[config.mk]
export PLATFORM = sky130hd
export DESIGN_NAME = dio_top
export DESIGN_NICKNAME = d
export VERILOG_FILES = /design/src/design/dio_pkg.sv /design/src/design/dio_top.sv /design/src/design/dio_lowpass.sv /design/src/design/dio_divider.sv
export SDC_FILE = /design/constraint.sdc
export NUM_CORES = 1
export LEC_CHECK = 0
export ABC_AREA = 1
export BUFFER_PORTS_ARGS = -buffer_cell sky130_fd_sc_hd__clkbuf_2
export CAP_MARGIN = 20
export CORE_MARGIN = 2
export CORE_UTILIZATION = 40
export CTS_CLUSTER_DIAMETER = 30
export DETAILED_ROUTE_END_ITERATION = 16
export GPL_ROUTABILITY_DRIVEN = 1
export PLACE_DENSITY = 0.58
export SETUP_SLACK_MARGIN = 0.3
export SLEW_MARGIN = 20
export SYNTH_ARGS = -nofsm -noshare
export SYNTH_HDL_FRONTEND = slang
export SYNTH_SLANG_ARGS = --single-unit
[constraint.sdc]
create_clock -name CLOCK -period 17.59 [get_ports CLOCK]
set_clock_uncertainty 0.05 [all_clocks]
set_input_delay 0.8795 -clock CLOCK [delete_from_list [all_inputs] [get_ports CLOCK]]
set_output_delay 0.8795 -clock CLOCK [all_outputs]
set_load 0.005 [all_outputs]
[src/design/dio_pkg.sv]
// Shared constants and types of the drive I/O conditioning block.
// Assumes a 50 MHz system clock and one asynchronous active-low reset.
package dio_pkg;

  // Clock and filter timing.
  localparam int CLK_PERIOD_NS = 20;
  localparam int FILTER_UNIT_NS = 10_000_000;
  localparam int FILTER_SHIFT = 8;
  localparam int PRESCALE_CYC = FILTER_UNIT_NS / CLK_PERIOD_NS / (1 << FILTER_SHIFT);
  localparam int PRESCALE_W = 11;

  // Widths.
  localparam int AI_W = 12;
  localparam int DATA_W = 16;
  localparam int ADDR_W = 4;
  localparam int NUM_W = 22;
  localparam int PCT_W = 11;

  // Register indices.
  localparam logic [ADDR_W-1:0] REG_CTRL = 4'h0;
  localparam logic [ADDR_W-1:0] REG_FILTER_TIME = 4'h1;
  localparam logic [ADDR_W-1:0] REG_CUSTOM_LOW = 4'h2;
  localparam logic [ADDR_W-1:0] REG_CUSTOM_HIGH = 4'h3;
  localparam logic [ADDR_W-1:0] REG_FREQ_MIN = 4'h4;
  localparam logic [ADDR_W-1:0] REG_FREQ_MAX = 4'h5;
  localparam logic [ADDR_W-1:0] REG_RELAY_SEL = 4'h6;
  localparam logic [ADDR_W-1:0] REG_STATUS = 4'h7;
  localparam logic [ADDR_W-1:0] REG_AI_SCALED = 4'h8;
  localparam logic [ADDR_W-1:0] REG_FREQ_REF = 4'h9;

  // Control register fields.
  localparam int CTRL_RANGE_BIT = 0;
  localparam int CTRL_INVERT_BIT = 1;
  localparam int CTRL_FOLLOWER_BIT = 2;

  // Reset values; custom points are signed tenths of a percent.
  localparam logic [11:0] CUSTOM_LOW_RST = 12'h000;
  localparam logic [11:0] CUSTOM_HIGH_RST = 12'h3E8;
  localparam logic [11:0] CUSTOM_LIMIT = 12'h640;
  localparam logic [DATA_W-1:0] FREQ_MIN_RST = 16'h0000;
  localparam logic [DATA_W-1:0] FREQ_MAX_RST = 16'h1388;

  // Scaling: raw code to tenths of a percent, live zero, unit of the scaled value.
  localparam logic [15:0] RAW_TO_PM_MUL = 16'h3E84;
  localparam int PM_SHIFT = 16;
  localparam logic [10:0] LIVE_ZERO_PM = 11'h0C8;
  localparam logic [10:0] FULL_PM = 11'h3E8;
  localparam int PCT_SHIFT = 10;
  localparam logic [PCT_W-1:0] PCT_FULL = 11'h400;
  localparam logic [DATA_W-1:0] AT_SPEED_BAND = 16'h000A;

  // Relay function codes.
  localparam logic [5:0] RLY_NOT_USED = 6'h00;
  localparam logic [5:0] RLY_READY = 6'h01;
  localparam logic [5:0] RLY_RUN = 6'h02;
  localparam logic [5:0] RLY_FAULT = 6'h03;
  localparam logic [5:0] RLY_FAULT_INV = 6'h04;
  localparam logic [5:0] RLY_ALARM = 6'h05;
  localparam logic [5:0] RLY_REVERSE = 6'h06;
  localparam logic [5:0] RLY_AT_SPEED = 6'h07;
  localparam logic [5:0] RLY_THERMISTOR = 6'h08;
  localparam logic [5:0] RLY_LIMIT_REG = 6'h09;
  localparam logic [5:0] RLY_START = 6'h0A;
  localparam logic [5:0] RLY_KEYPAD = 6'h0B;
  localparam logic [5:0] RLY_PLACE_B = 6'h0C;

  typedef struct packed {
    logic ready;
    logic running;
    logic fault;
    logic alarm;
    logic reverse;
    logic thermistor;
    logic limit_active;
    logic start_active;
    logic keypad_place;
    logic place_b;
    logic [DATA_W-1:0] out_freq;
    logic [DATA_W-1:0] set_ref;
  } dio_status_t;

endpackage

[src/design/dio_top.sv]
// Drive I/O conditioning: run interlocks, first analogue input to frequency
// reference, and the function selector of the first relay output.
// Assumes field contacts are asynchronous, while converter samples, drive status
// and the register port come from logic on CLOCK.
`timescale 1ns/1ps
module dio_top (
  // Clock and reset.
  input wire logic CLOCK,
  input wire logic NRST,
  // Field contacts, high when closed.
  input wire logic RUN_INTERLOCK_FIRST,
  input wire logic RUN_INTERLOCK_SECOND,
  input wire logic RUN_PERMISSION_INPUT,
  // Converter samples of the first analogue input.
  input wire logic [dio_pkg::AI_W-1:0] FIRST_ANALOG_INPUT,
  input wire logic FIRST_ANALOG_VALID,
  // Drive control core.
  input wire dio_pkg::dio_status_t DRIVE_STATUS,
  input wire logic START_REQUEST,
  output logic START_GRANT,
  output logic START_PERMIT,
  output logic STOP_REQUEST,
  output logic COAST_STOP,
  output logic [dio_pkg::DATA_W-1:0] FREQ_REF,
  output logic FREQ_REF_VALID,
  // Relay drive.
  output logic FIRST_RELAY_OUTPUT,
  // Register port.
  input wire logic [dio_pkg::ADDR_W-1:0] REG_ADDR,
  input wire logic [dio_pkg::DATA_W-1:0] REG_WDATA,
  input wire logic REG_WRITE,
  input wire logic REG_READ,
  output logic [dio_pkg::DATA_W-1:0] REG_RDATA
);
  typedef enum logic [1:0] {SC_IDLE, SC_DIVIDE, SC_OUTPUT} dio_scale_state_t;

  // Relay selector; unknown codes keep the relay off.
  function automatic logic relay_pick(input logic [5:0] sel,
                                      input dio_pkg::dio_status_t st,
                                      input logic at_speed);
    logic r;
    r = 1'b0;
    case (sel)
      dio_pkg::RLY_NOT_USED: r = 1'b0;
      dio_pkg::RLY_READY: r = st.ready;
      dio_pkg::RLY_RUN: r = st.running;
      dio_pkg::RLY_FAULT: r = st.fault;
      dio_pkg::RLY_FAULT_INV: r = !st.fault;
      dio_pkg::RLY_ALARM: r = st.alarm;
      dio_pkg::RLY_REVERSE: r = st.reverse;
      dio_pkg::RLY_AT_SPEED: r = at_speed;
      dio_pkg::RLY_THERMISTOR: r = st.thermistor;
      dio_pkg::RLY_LIMIT_REG: r = st.limit_active;
      dio_pkg::RLY_START: r = st.start_active;
      dio_pkg::RLY_KEYPAD: r = st.keypad_place;
      dio_pkg::RLY_PLACE_B: r = st.place_b;
      default: r = 1'b0;
    endcase
    return r;
  endfunction

  // Clamps a written custom point to the allowed signed span.
  function automatic logic [11:0] custom_clamp(input logic [dio_pkg::DATA_W-1:0] v);
    logic signed [15:0] s;
    logic [11:0] r;
    s = $signed(v);
    r = v[11:0];
    if (s > $signed({4'h0, dio_pkg::CUSTOM_LIMIT})) begin
      r = dio_pkg::CUSTOM_LIMIT;
    end else if (s < -$signed({4'h0, dio_pkg::CUSTOM_LIMIT})) begin
      r = 12'(-dio_pkg::CUSTOM_LIMIT);
    end
    return r;
  endfunction

  // Two-stage synchronisers on the contact pins.
  logic [2:0] pins_raw;
  logic [2:0] sync1_reg;
  logic [2:0] sync2_reg;
  assign pins_raw = {RUN_PERMISSION_INPUT, RUN_INTERLOCK_SECOND, RUN_INTERLOCK_FIRST};

  genvar gi;
  generate
    for (gi = 0; gi < 3; gi++) begin : g_sync
      always_ff @(posedge CLOCK or negedge NRST) begin
        if (!NRST) begin
          sync1_reg[gi] <= 1'b0;
          sync2_reg[gi] <= 1'b0;
        end else begin
          sync1_reg[gi] <= pins_raw[gi];
          sync2_reg[gi] <= sync1_reg[gi];
        end
      end
    end
  endgenerate

  // Settings registers.
  logic [2:0] ctrl_reg;
  logic [dio_pkg::DATA_W-1:0] filter_time_reg;
  logic [11:0] custom_low_reg;
  logic [11:0] custom_high_reg;
  logic [dio_pkg::DATA_W-1:0] freq_min_reg;
  logic [dio_pkg::DATA_W-1:0] freq_max_reg;
  logic [5:0] relay_sel_reg;

  always_ff @(posedge CLOCK or negedge NRST) begin
    if (!NRST) begin
      ctrl_reg <= '0;
      filter_time_reg <= '0;
      custom_low_reg <= dio_pkg::CUSTOM_LOW_RST;
      custom_high_reg <= dio_pkg::CUSTOM_HIGH_RST;
      freq_min_reg <= dio_pkg::FREQ_MIN_RST;
      freq_max_reg <= dio_pkg::FREQ_MAX_RST;
      relay_sel_reg <= dio_pkg::RLY_NOT_USED;
    end else if (REG_WRITE) begin
      case (REG_ADDR)
        dio_pkg::REG_CTRL: ctrl_reg <= REG_WDATA[2:0];
        dio_pkg::REG_FILTER_TIME: filter_time_reg <= REG_WDATA;
        dio_pkg::REG_CUSTOM_LOW: custom_low_reg <= custom_clamp(REG_WDATA);
        dio_pkg::REG_CUSTOM_HIGH: custom_high_reg <= custom_clamp(REG_WDATA);
        dio_pkg::REG_FREQ_MIN: freq_min_reg <= REG_WDATA;
        dio_pkg::REG_FREQ_MAX: freq_max_reg <= REG_WDATA;
        dio_pkg::REG_RELAY_SEL: relay_sel_reg <= REG_WDATA[5:0];
        default: ;
      endcase
    end
  end

  // Start gating from the synchronised contacts.
  logic run_enable;
  logic interlocks_closed;
  logic permit;
  assign run_enable = sync2_reg[2];
  assign interlocks_closed = sync2_reg[0] && sync2_reg[1];
  assign permit = interlocks_closed && run_enable;

  logic start_grant_reg;
  logic start_permit_reg;
  logic stop_request_reg;
  logic coast_stop_reg;

  always_ff @(posedge CLOCK or negedge NRST) begin
    if (!NRST) begin
      start_grant_reg <= 1'b0;
      start_permit_reg <= 1'b0;
      stop_request_reg <= 1'b0;
      coast_stop_reg <= 1'b0;
    end else begin
      start_permit_reg <= permit;
      start_grant_reg <= START_REQUEST && permit;
      stop_request_reg <= !run_enable;
      coast_stop_reg <= !run_enable && ctrl_reg[dio_pkg::CTRL_FOLLOWER_BIT];
    end
  end

  // Filter stage.
  logic [dio_pkg::AI_W-1:0] filtered;
  logic filtered_valid;

  dio_lowpass u_lowpass (
    .clk(CLOCK),
    .rst_n(NRST),
    .sample(FIRST_ANALOG_INPUT),
    .sample_valid(FIRST_ANALOG_VALID),
    .filter_time(filter_time_reg),
    .filtered(filtered),
    .filtered_valid(filtered_valid)
  );

  // Raw code to tenths of a percent of the selected range.
  logic [27:0] raw_product;
  logic [10:0] raw_pm;
  logic [10:0] live_pm;
  logic [10:0] range_pm;
  logic [13:0] live_prod;
  assign raw_product = filtered * dio_pkg::RAW_TO_PM_MUL;
  assign raw_pm = raw_product[dio_pkg::PM_SHIFT +: 11];
  assign live_prod = 14'(raw_pm - dio_pkg::LIVE_ZERO_PM) * 14'h0005;
  assign live_pm = (raw_pm <= dio_pkg::LIVE_ZERO_PM) ? '0 : live_prod[12:2];
  assign range_pm = ctrl_reg[dio_pkg::CTRL_RANGE_BIT] ? live_pm : raw_pm;

  // Custom window, signed comparisons.
  logic signed [12:0] p_s;
  logic signed [12:0] low_s;
  logic signed [12:0] high_s;
  logic [12:0] num_base;
  logic [12:0] den_full;
  assign p_s = $signed({2'b00, range_pm});
  assign low_s = $signed({custom_low_reg[11], custom_low_reg});
  assign high_s = $signed({custom_high_reg[11], custom_high_reg});
  assign num_base = 13'(p_s - low_s);
  assign den_full = 13'(high_s - low_s);

  // Scaling sequencer: clamp outside the window, divide inside it.
  dio_scale_state_t state_reg;
  logic [dio_pkg::PCT_W-1:0] pct_reg;
  logic div_start;
  logic div_done;
  logic [dio_pkg::NUM_W-1:0] div_quot;

  assign div_start = (state_reg == SC_IDLE) && filtered_valid && (high_s > low_s)
                     && (p_s > low_s) && (p_s < high_s);

  dio_divider u_divider (
    .clk(CLOCK),
    .rst_n(NRST),
    .start(div_start),
    .num({num_base[11:0], 10'h000}),
    .den(den_full[11:0]),
    .busy(),
    .done(div_done),
    .quot(div_quot)
  );

  always_ff @(posedge CLOCK or negedge NRST) begin
    if (!NRST) begin
      state_reg <= SC_IDLE;
      pct_reg <= '0;
    end else begin
      case (state_reg)
        SC_IDLE: begin
          if (div_start) begin
            state_reg <= SC_DIVIDE;
          end else if (filtered_valid) begin
            // A collapsed window reads as zero, as does anything at or under low.
            pct_reg <= (high_s > low_s && p_s >= high_s) ? dio_pkg::PCT_FULL : '0;
            state_reg <= SC_OUTPUT;
          end
        end
        SC_DIVIDE: begin
          if (div_done) begin
            pct_reg <= (div_quot > 22'(dio_pkg::PCT_FULL)) ? dio_pkg::PCT_FULL
                       : div_quot[dio_pkg::PCT_W-1:0];
            state_reg <= SC_OUTPUT;
          end
        end
        SC_OUTPUT: state_reg <= SC_IDLE;
        default: state_reg <= SC_IDLE;
      endcase
    end
  end

  // Frequency reference between the limits; an inverted span falls to minimum.
  logic [dio_pkg::PCT_W-1:0] pct_dir;
  logic [dio_pkg::DATA_W-1:0] span;
  logic [26:0] span_prod;
  logic [dio_pkg::DATA_W-1:0] freq_calc;
  assign pct_dir = ctrl_reg[dio_pkg::CTRL_INVERT_BIT]
                   ? dio_pkg::PCT_FULL - pct_reg
                   : pct_reg;
  assign span = (freq_max_reg > freq_min_reg) ? freq_max_reg - freq_min_reg : '0;
  assign span_prod = span * pct_dir;
  assign freq_calc = freq_min_reg + span_prod[dio_pkg::PCT_SHIFT +: dio_pkg::DATA_W];

  logic [dio_pkg::DATA_W-1:0] freq_ref_reg;
  logic freq_valid_reg;

  always_ff @(posedge CLOCK or negedge NRST) begin
    if (!NRST) begin
      freq_ref_reg <= dio_pkg::FREQ_MIN_RST;
      freq_valid_reg <= 1'b0;
    end else begin
      freq_valid_reg <= (state_reg == SC_OUTPUT);
      if (state_reg == SC_OUTPUT) begin
        freq_ref_reg <= freq_calc;
      end
    end
  end

  // Relay output.
  logic [dio_pkg::DATA_W-1:0] freq_gap;
  logic at_speed;
  logic relay_reg;
  assign freq_gap = (DRIVE_STATUS.out_freq > DRIVE_STATUS.set_ref)
                    ? DRIVE_STATUS.out_freq - DRIVE_STATUS.set_ref
                    : DRIVE_STATUS.set_ref - DRIVE_STATUS.out_freq;
  assign at_speed = DRIVE_STATUS.running && (freq_gap <= dio_pkg::AT_SPEED_BAND);

  always_ff @(posedge CLOCK or negedge NRST) begin
    if (!NRST) begin
      relay_reg <= 1'b0;
    end else begin
      relay_reg <= relay_pick(relay_sel_reg, DRIVE_STATUS, at_speed);
    end
  end

  // Read port; unmapped indices read zero.
  logic [dio_pkg::DATA_W-1:0] rdata_reg;
  always_ff @(posedge CLOCK or negedge NRST) begin
    if (!NRST) begin
      rdata_reg <= '0;
    end else if (REG_READ) begin
      case (REG_ADDR)
        dio_pkg::REG_CTRL: rdata_reg <= {13'h0000, ctrl_reg};
        dio_pkg::REG_FILTER_TIME: rdata_reg <= filter_time_reg;
        dio_pkg::REG_CUSTOM_LOW: rdata_reg <= {{4{custom_low_reg[11]}}, custom_low_reg};
        dio_pkg::REG_CUSTOM_HIGH: rdata_reg <= {{4{custom_high_reg[11]}}, custom_high_reg};
        dio_pkg::REG_FREQ_MIN: rdata_reg <= freq_min_reg;
        dio_pkg::REG_FREQ_MAX: rdata_reg <= freq_max_reg;
        dio_pkg::REG_RELAY_SEL: rdata_reg <= {10'h000, relay_sel_reg};
        dio_pkg::REG_STATUS: rdata_reg <= {10'h000, coast_stop_reg, relay_reg,
                                           start_permit_reg, sync2_reg};
        dio_pkg::REG_AI_SCALED: rdata_reg <= {5'h00, pct_reg};
        dio_pkg::REG_FREQ_REF: rdata_reg <= freq_ref_reg;
        default: rdata_reg <= '0;
      endcase
    end else begin
      rdata_reg <= '0;
    end
  end

  assign START_GRANT = start_grant_reg;
  assign START_PERMIT = start_permit_reg;
  assign STOP_REQUEST = stop_request_reg;
  assign COAST_STOP = coast_stop_reg;
  assign FREQ_REF = freq_ref_reg;
  assign FREQ_REF_VALID = freq_valid_reg;
  assign FIRST_RELAY_OUTPUT = relay_reg;
  assign REG_RDATA = rdata_reg;
endmodule // dio_top

[src/design/dio_lowpass.sv]
// First-order low-pass for the analogue input samples.
// Assumes samples arrive from same-clock converter logic with a one-cycle valid.
`timescale 1ns/1ps
module dio_lowpass (
  // Clock and reset.
  input wire logic clk,
  input wire logic rst_n,
  // Samples in.
  input wire logic [dio_pkg::AI_W-1:0] sample,
  input wire logic sample_valid,
  // Setting in units of 10 ms.
  input wire logic [dio_pkg::DATA_W-1:0] filter_time,
  // Filtered value.
  output logic [dio_pkg::AI_W-1:0] filtered,
  output logic filtered_valid
);
  logic [dio_pkg::AI_W-1:0] sample_reg;
  logic [dio_pkg::PRESCALE_W-1:0] pre_reg;
  logic [dio_pkg::DATA_W-1:0] unit_reg;
  logic [19:0] acc_reg;
  logic valid_reg;
  logic bypass;
  logic pre_end;
  logic tick;
  logic signed [20:0] diff;
  logic signed [20:0] step;

  assign bypass = (filter_time == '0);
  assign pre_end = (pre_reg == dio_pkg::PRESCALE_W'(dio_pkg::PRESCALE_CYC - 1));
  assign tick = !bypass && pre_end && (unit_reg >= filter_time - 16'h0001);
  assign diff = $signed({1'b0, sample_reg, 8'h00}) - $signed({1'b0, acc_reg});
  assign step = diff >>> dio_pkg::FILTER_SHIFT;

  always_ff @(posedge clk or negedge rst_n) begin
    if (!rst_n) begin
      sample_reg <= '0;
    end else if (sample_valid) begin
      sample_reg <= sample;
    end
  end

  // Updates every filter_time * 2^-8 units so the time constant equals filter_time.
  always_ff @(posedge clk or negedge rst_n) begin
    if (!rst_n) begin
      pre_reg <= '0;
      unit_reg <= '0;
    end else if (bypass) begin
      pre_reg <= '0;
      unit_reg <= '0;
    end else if (pre_end) begin
      pre_reg <= '0;
      unit_reg <= tick ? '0 : unit_reg + 16'h0001;
    end else begin
      pre_reg <= pre_reg + 11'h001;
    end
  end

  always_ff @(posedge clk or negedge rst_n) begin
    if (!rst_n) begin
      acc_reg <= '0;
      valid_reg <= 1'b0;
    end else begin
      valid_reg <= tick || (bypass && sample_valid);
      if (bypass && sample_valid) begin
        acc_reg <= {sample, 8'h00};
      end else if (tick) begin
        acc_reg <= 20'($signed({1'b0, acc_reg}) + step);
      end
    end
  end

  assign filtered = acc_reg[19:8];
  assign filtered_valid = valid_reg;
endmodule // dio_lowpass

[src/design/dio_divider.sv]
// Unsigned restoring divider, one quotient bit per clock.
// Assumes start is only pulsed while busy is low and den is not zero.
`timescale 1ns/1ps
module dio_divider (
  // Clock and reset.
  input wire logic clk,
  input wire logic rst_n,
  // Operands.
  input wire logic start,
  input wire logic [dio_pkg::NUM_W-1:0] num,
  input wire logic [11:0] den,
  // Result.
  output logic busy,
  output logic done,
  output logic [dio_pkg::NUM_W-1:0] quot
);
  logic [dio_pkg::NUM_W-1:0] q_reg;
  logic [11:0] den_reg;
  logic [12:0] rem_reg;
  logic [4:0] cnt_reg;
  logic busy_reg;
  logic done_reg;
  logic [12:0] rem_shift;
  logic fits;

  assign rem_shift = {rem_reg[11:0], q_reg[dio_pkg::NUM_W-1]};
  assign fits = (rem_shift >= {1'b0, den_reg});

  always_ff @(posedge clk or negedge rst_n) begin
    if (!rst_n) begin
      q_reg <= '0;
      den_reg <= '0;
      rem_reg <= '0;
      cnt_reg <= '0;
      busy_reg <= 1'b0;
      done_reg <= 1'b0;
    end else begin
      done_reg <= 1'b0;
      if (start && !busy_reg) begin
        q_reg <= num;
        den_reg <= den;
        rem_reg <= '0;
        cnt_reg <= 5'(dio_pkg::NUM_W - 1);
        busy_reg <= 1'b1;
      end else if (busy_reg) begin
        rem_reg <= fits ? rem_shift - {1'b0, den_reg} : rem_shift;
        q_reg <= {q_reg[dio_pkg::NUM_W-2:0], fits};
        cnt_reg <= cnt_reg - 5'h01;
        if (cnt_reg == '0) begin
          busy_reg <= 1'b0;
          done_reg <= 1'b1;
        end
      end
    end
  end

  assign busy = busy_reg;
  assign done = done_reg;
  assign quot = q_reg;
endmodule // dio_divider

==> impl_metrics.toml, run 1 <==
[run_status]
status = "complete, no violations"

[drt]
ant_nets = 0
routedWlPerCell_um = 17.3
wirelength_um = 82800
drc = 0
via_per_inst = 5.21
firstDrtPassIters = 6
drt_iter0_drc = 1722
via_count = 24900

[final_layout]
drive_gt1_frac = 0.0824
layout_commonest_cell = "nand2_1"
final_cell_mix = "nand2_1 (853), inv_1 (635), ha_1 (309)"
largest_reg_flops = 22
syn_to_final_growth_pct = 14.1
final_nets = 4420
post_layout_nonfiller_instances = 4789

[cts]
ctsHoldBuffers = 0
clock-root-buffer = "clkbuf_16"
cts_tree = "built"
clk_pin_slew_ns = 0.05
cts_buffers = 68
cts_resized = 0
postCtsSetupBuffers = 0
cts_htree_levels = 3
clk_latency_ns = 0.59
clk_path_buf_depth = 3
cts.sinks = 251

[floorplanning]
row_count = 96
die_h_um = 266
fp.dieArea_um2 = 70700
start_util = 0.402
core_area_um2 = 68200
ioPinCount = 121
die_w_um = 266

[sta]
max_slew.worst_pin.slew_ns = 0.938
setup_viol = 0
fmax_mhz = 106
relSlewSlack = 0.373
slew_violations = 0
min_period_over_period = 0.538
tns_ns = 0
hold_violations = 0
rsz0062_at_grt = "no"
layout_min_cycle_time_ns = 9.46

[setup_path]
worstPathMaxFanout = 25
critPathCaptureType = "flip-flop"
cp.required_ns = 17.98
crit_slowest_cell = "fa_1"
cp.arrival_ns = 9.84
path_class = "reg -> reg"
startpoint_type = "flip-flop"
crit_top_cell = "nand2_1"
cp_slowest_stage_delay_ns = 0.56

[logic_synthesis]
netlist.area_leader.share = 0.219
avgSynthCellArea_um2 = 7.40
ys_types = 68
synth_cells = 3708
synth_area_um2 = 27400
ys.flop_type = "dfrtp_1"
synth_fp_nets = 4274
async_flop_share = 1.00
synth_top_area_cell = "dfrtp_1"
synth_edf_count = 0
synth_warnings = 0
ys_seq_elements = 251
ys_seq_area_frac = 0.229
synthTopCellsByArea = "dfrtp_1 (22%), ha_1 (14%), fa_1 (13%)"

[run]
cap_viol_max_count = 0

[placement]
hpwl_um = 67200
finalWeightedCongestion = 0.911
io_buffers = 120
placed_cells = 4666

[global_routing]
grt_max_degree = 78
grt-ovfl-total = 0
first_global_vias = 24200
grt_pass1_wl_um = 132000
grt_antenna_before_repair = 9
grt_usage = 0.236

[min_path]
hold_class = "in -> async"
## worst paths after layout
check                                 startpoint                        to  slack [ns]  cells after the start
max                        u_lowpass.acc_reg[10]         u_divider.quot[9]        8.13                     46
min                                         NRST      u_divider.rem_reg[7]        0.26                      1
max reg2reg                u_lowpass.acc_reg[10]         u_divider.quot[9]        8.13                     46
min reg2reg                         sync1_reg[2]                run_enable        0.30                      0
max in group asynchronous                   NRST  u_lowpass.sample_reg[11]       15.07                      3
min in group CLOCK                  sync1_reg[2]                run_enable        0.30                      0
## metrics by stage
step           hold slack (ns)  worst slack (ns)  utilization  cell area, µm²
2_1_floorplan            0.281              9.36            -           27400
3_3_place_gp             0.286              8.21        0.425           29000
6_report                 0.256              8.13        0.459           31300
5_1_grt                  0.273              7.36        0.459           31300
4_1_cts                  0.250              8.09        0.459           31300
3_5_place_dp             0.297              8.12        0.425           29000
## cells in the mapped netlist (4+ instances only)
cell / instances
nand2_1: 853
inv_1: 635
ha_1: 309
nor2_1: 284
o21ai_0: 273
dfrtp_1: 240
a21oi_1: 200
nand3_1: 182
fa_1: 174
xor2_1: 103
clkbuf_1: 43
nor3_1: 41
nand4_1: 40
o22ai_1: 37
xnor2_1: 34
a31oi_1: 25
a21o_1: 17
nor4_1: 17
or2_2: 13
nor2_2: 12
o211ai_1: 12
a221oi_1: 11
buf_2: 11
dfstp_2: 11
o21bai_1: 11
nand2_2: 10
o21ai_1: 9
a211oi_1: 8
a21boi_0: 6
inv_2: 6
nand3b_1: 6
o21a_1: 6
o2111ai_1: 5
o221ai_1: 5
o31ai_1: 5
buf_6: 4
## worst max-delay path, delay by kind of cell, from the launching register on
family                     cells  cell delay, ns
AOI/OAI and AO/OA              9            1.73
adders and majority gates      9            3.78
buffers and inverters          8            0.78
DFF                            1            0.50
and+or+nand+nor               18            2.15
xor gates and xnor gates       2            0.30
## metal layers
metal  up-vias  track usage  part of all wire
li1      12300            -                 -
met1     11700        0.318              0.45
met2       719        0.384              0.46
met3       148       0.0408             0.061
met4        16       0.0771             0.030
met5         -            0            0.0011
## logic make-up after synthesis
family | synth area share
and+or+nand+nor | 0.227
buffers and inverters | 0.0987
AOI/OAI and AO/OA | 0.134
adders and majority gates | 0.268
DFF | 0.229
xor gates and xnor gates | 0.0437
## cell type report
cell class                 instances  area, µm²
inverter                         642       2410
multi-input combinational       2751      18400
timing repair buffer             140        761
clock buffer                      96       1990
antenna                            1       2.50
clock inverter                    26        299
sequential                       251       6290
tap                              882       1100
fill                            6942      36900
Power of run 1 is left out: the tool's default activity adds up to more than one toggle a clock period on the data nets, which glitch-free logic cannot reach.
==> run 2, diff against run 1 <==
clock period = 8.9 ns   (was 17.59 ns; I/O delays follow)
==> run 2 against run 1 <==
Against the previous run: hold slack worse by 0.24 ns; final cell count is 2.0% higher; worst setup slack got worse by 7.5 ns; routed wire length up 1.4%; register-to-register slack worse by 7.5 ns.
==> impl_metrics.toml, run 2 (same netlist as run 1, synthesis figures left out) <==
[drt]
drc = 0
routedWlPerCell_um = 17.2
wirelength_um = 83900
via_per_inst = 5.18
ant_nets = 0
via_count = 25300
firstDrtPassIters = 8
drt_iter0_drc = 1865

[cts]
clk_latency_ns = 0.60
cts.sinks = 251
cts_htree_levels = 3
clock-root-buffer = "clkbuf_16"
cts_tree = "built"
clk_pin_slew_ns = 0.05
cts_buffers = 74
clk_path_buf_depth = 3

[setup_path]
cp.required_ns = 9.33
crit_slowest_cell = "fa_1"
crit_top_cell = "inv_1"
path_class = "reg -> reg"
critPathLaunch = "u_lowpass.acc_reg[10]"
cp_slowest_stage_delay_ns = 0.55
startpoint_type = "flip-flop"
worstPathMaxFanout = 19
rr_startpoint = "u_lowpass.acc_reg[10]"
cp.arrival_ns = 8.71
critPathCaptureType = "flip-flop"

[floorplanning]
row_count = 96
ioPinCount = 121
die_h_um = 266
start_util = 0.402
die_w_um = 266
core_area_um2 = 68200
fp.dieArea_um2 = 70700

[global_routing]
grt_pass1_wl_um = 134000
grt-ovfl-total = 0
first_global_vias = 24900
grt_usage = 0.239
grt_antenna_before_repair = 11
grt_max_degree = 83

[sta]
hold_violations = 0
fmax_mhz = 121
max_slew.worst_pin.slew_ns = 0.962
rsz0062_at_grt = "no"
tns_ns = 0
relSlewSlack = 0.358
setup_viol = 0
layout_min_cycle_time_ns = 8.28
layout_setup_ws_ns = 0.615
min_period_over_period = 0.931
slew_violations = 0

[placement]
finalWeightedCongestion = 0.913
io_buffers = 120
placed_cells = 4710
dp_slack_ns = 0.0288
hpwl_um = 67200
placed_cell_area_um2 = 29300

[run_status]
status = "complete, no violations"

[final_layout]
syn_to_final_growth_pct = 19.7
drive_gt1_frac = 0.130
largest_reg_flops = 22
final_nets = 4508
layout_commonest_cell = "nand2_1"
stdcell_area_um2 = 32800
post_layout_nonfiller_instances = 4886
final_cell_mix = "nand2_1 (842), inv_1 (619), ha_1 (285)"

[min_path]
min-delay-start = "START_REQUEST"
hold_class = "in -> reg"

[run]
cap_viol_max_count = 0
[run 2: layout make-up]
cell class	instances	area [µm²]
well taps	882	1100
clock buffers	101	2080
inverters	642	2420
fillers	6886	35400
flip-flops and latches	251	6300
clock inverters	35	388
multi-input cells	2751	19100
diodes	2	5.00
repair buffers	222	1450
[run 2: through the flow]
step                      hold WS, ns   util
final                          0.0159  0.481
after detailed placement        0.285  0.430
after global placement          0.286  0.430
after global routing           0.0102  0.481
after CTS                     0.00416  0.468
after floorplan                0.0994      -
[run 2: worst max-delay path, delay by kind of cell (launching register included)]
kind | cells | cell delay (ns)
AO/OA/AOI/OAI | 8 | 1.12
XOR/XNOR | 1 | 0.15
adder cells (fa/ha/maj) | 10 | 3.84
buffers and inverters | 12 | 1.00
flip-flops | 1 | 0.34
AND/OR/NAND/NOR | 15 | 1.64
[run 2: timing repair]
item                                    in CTS  in global routing
pin swaps                                    1                 40
gates resized for setup                     13                143
endpoints found under the setup margin      63                 74
cloned                                       0                  2
hold buffers                                 4                  0
buffers inserted                             3                 29
endpoints found under the hold margin       84                  0
[run 2: path summary, 6_finish.rpt]
kind                                   endpoint  slack [ns]  cells past startpoint
max in group asynchronous       freq_min_reg[6]        6.29                      4
max                        u_divider.den_reg[3]        0.62                     46
max reg2reg                u_divider.den_reg[3]        0.62                     46
min                                 START_GRANT        0.02                      2
min in group asynchronous  u_divider.rem_reg[7]        0.37                      2
min reg2reg                          run_enable        0.29                      0
[run 2: metal layers]
layer,GRT usage,share of wire
met4,0.0790,0.030
met3,0.0445,0.062
met5,0,0.0014
met1,0.319,0.44
met2,0.391,0.46
Power of run 2 is left out for the same reason.
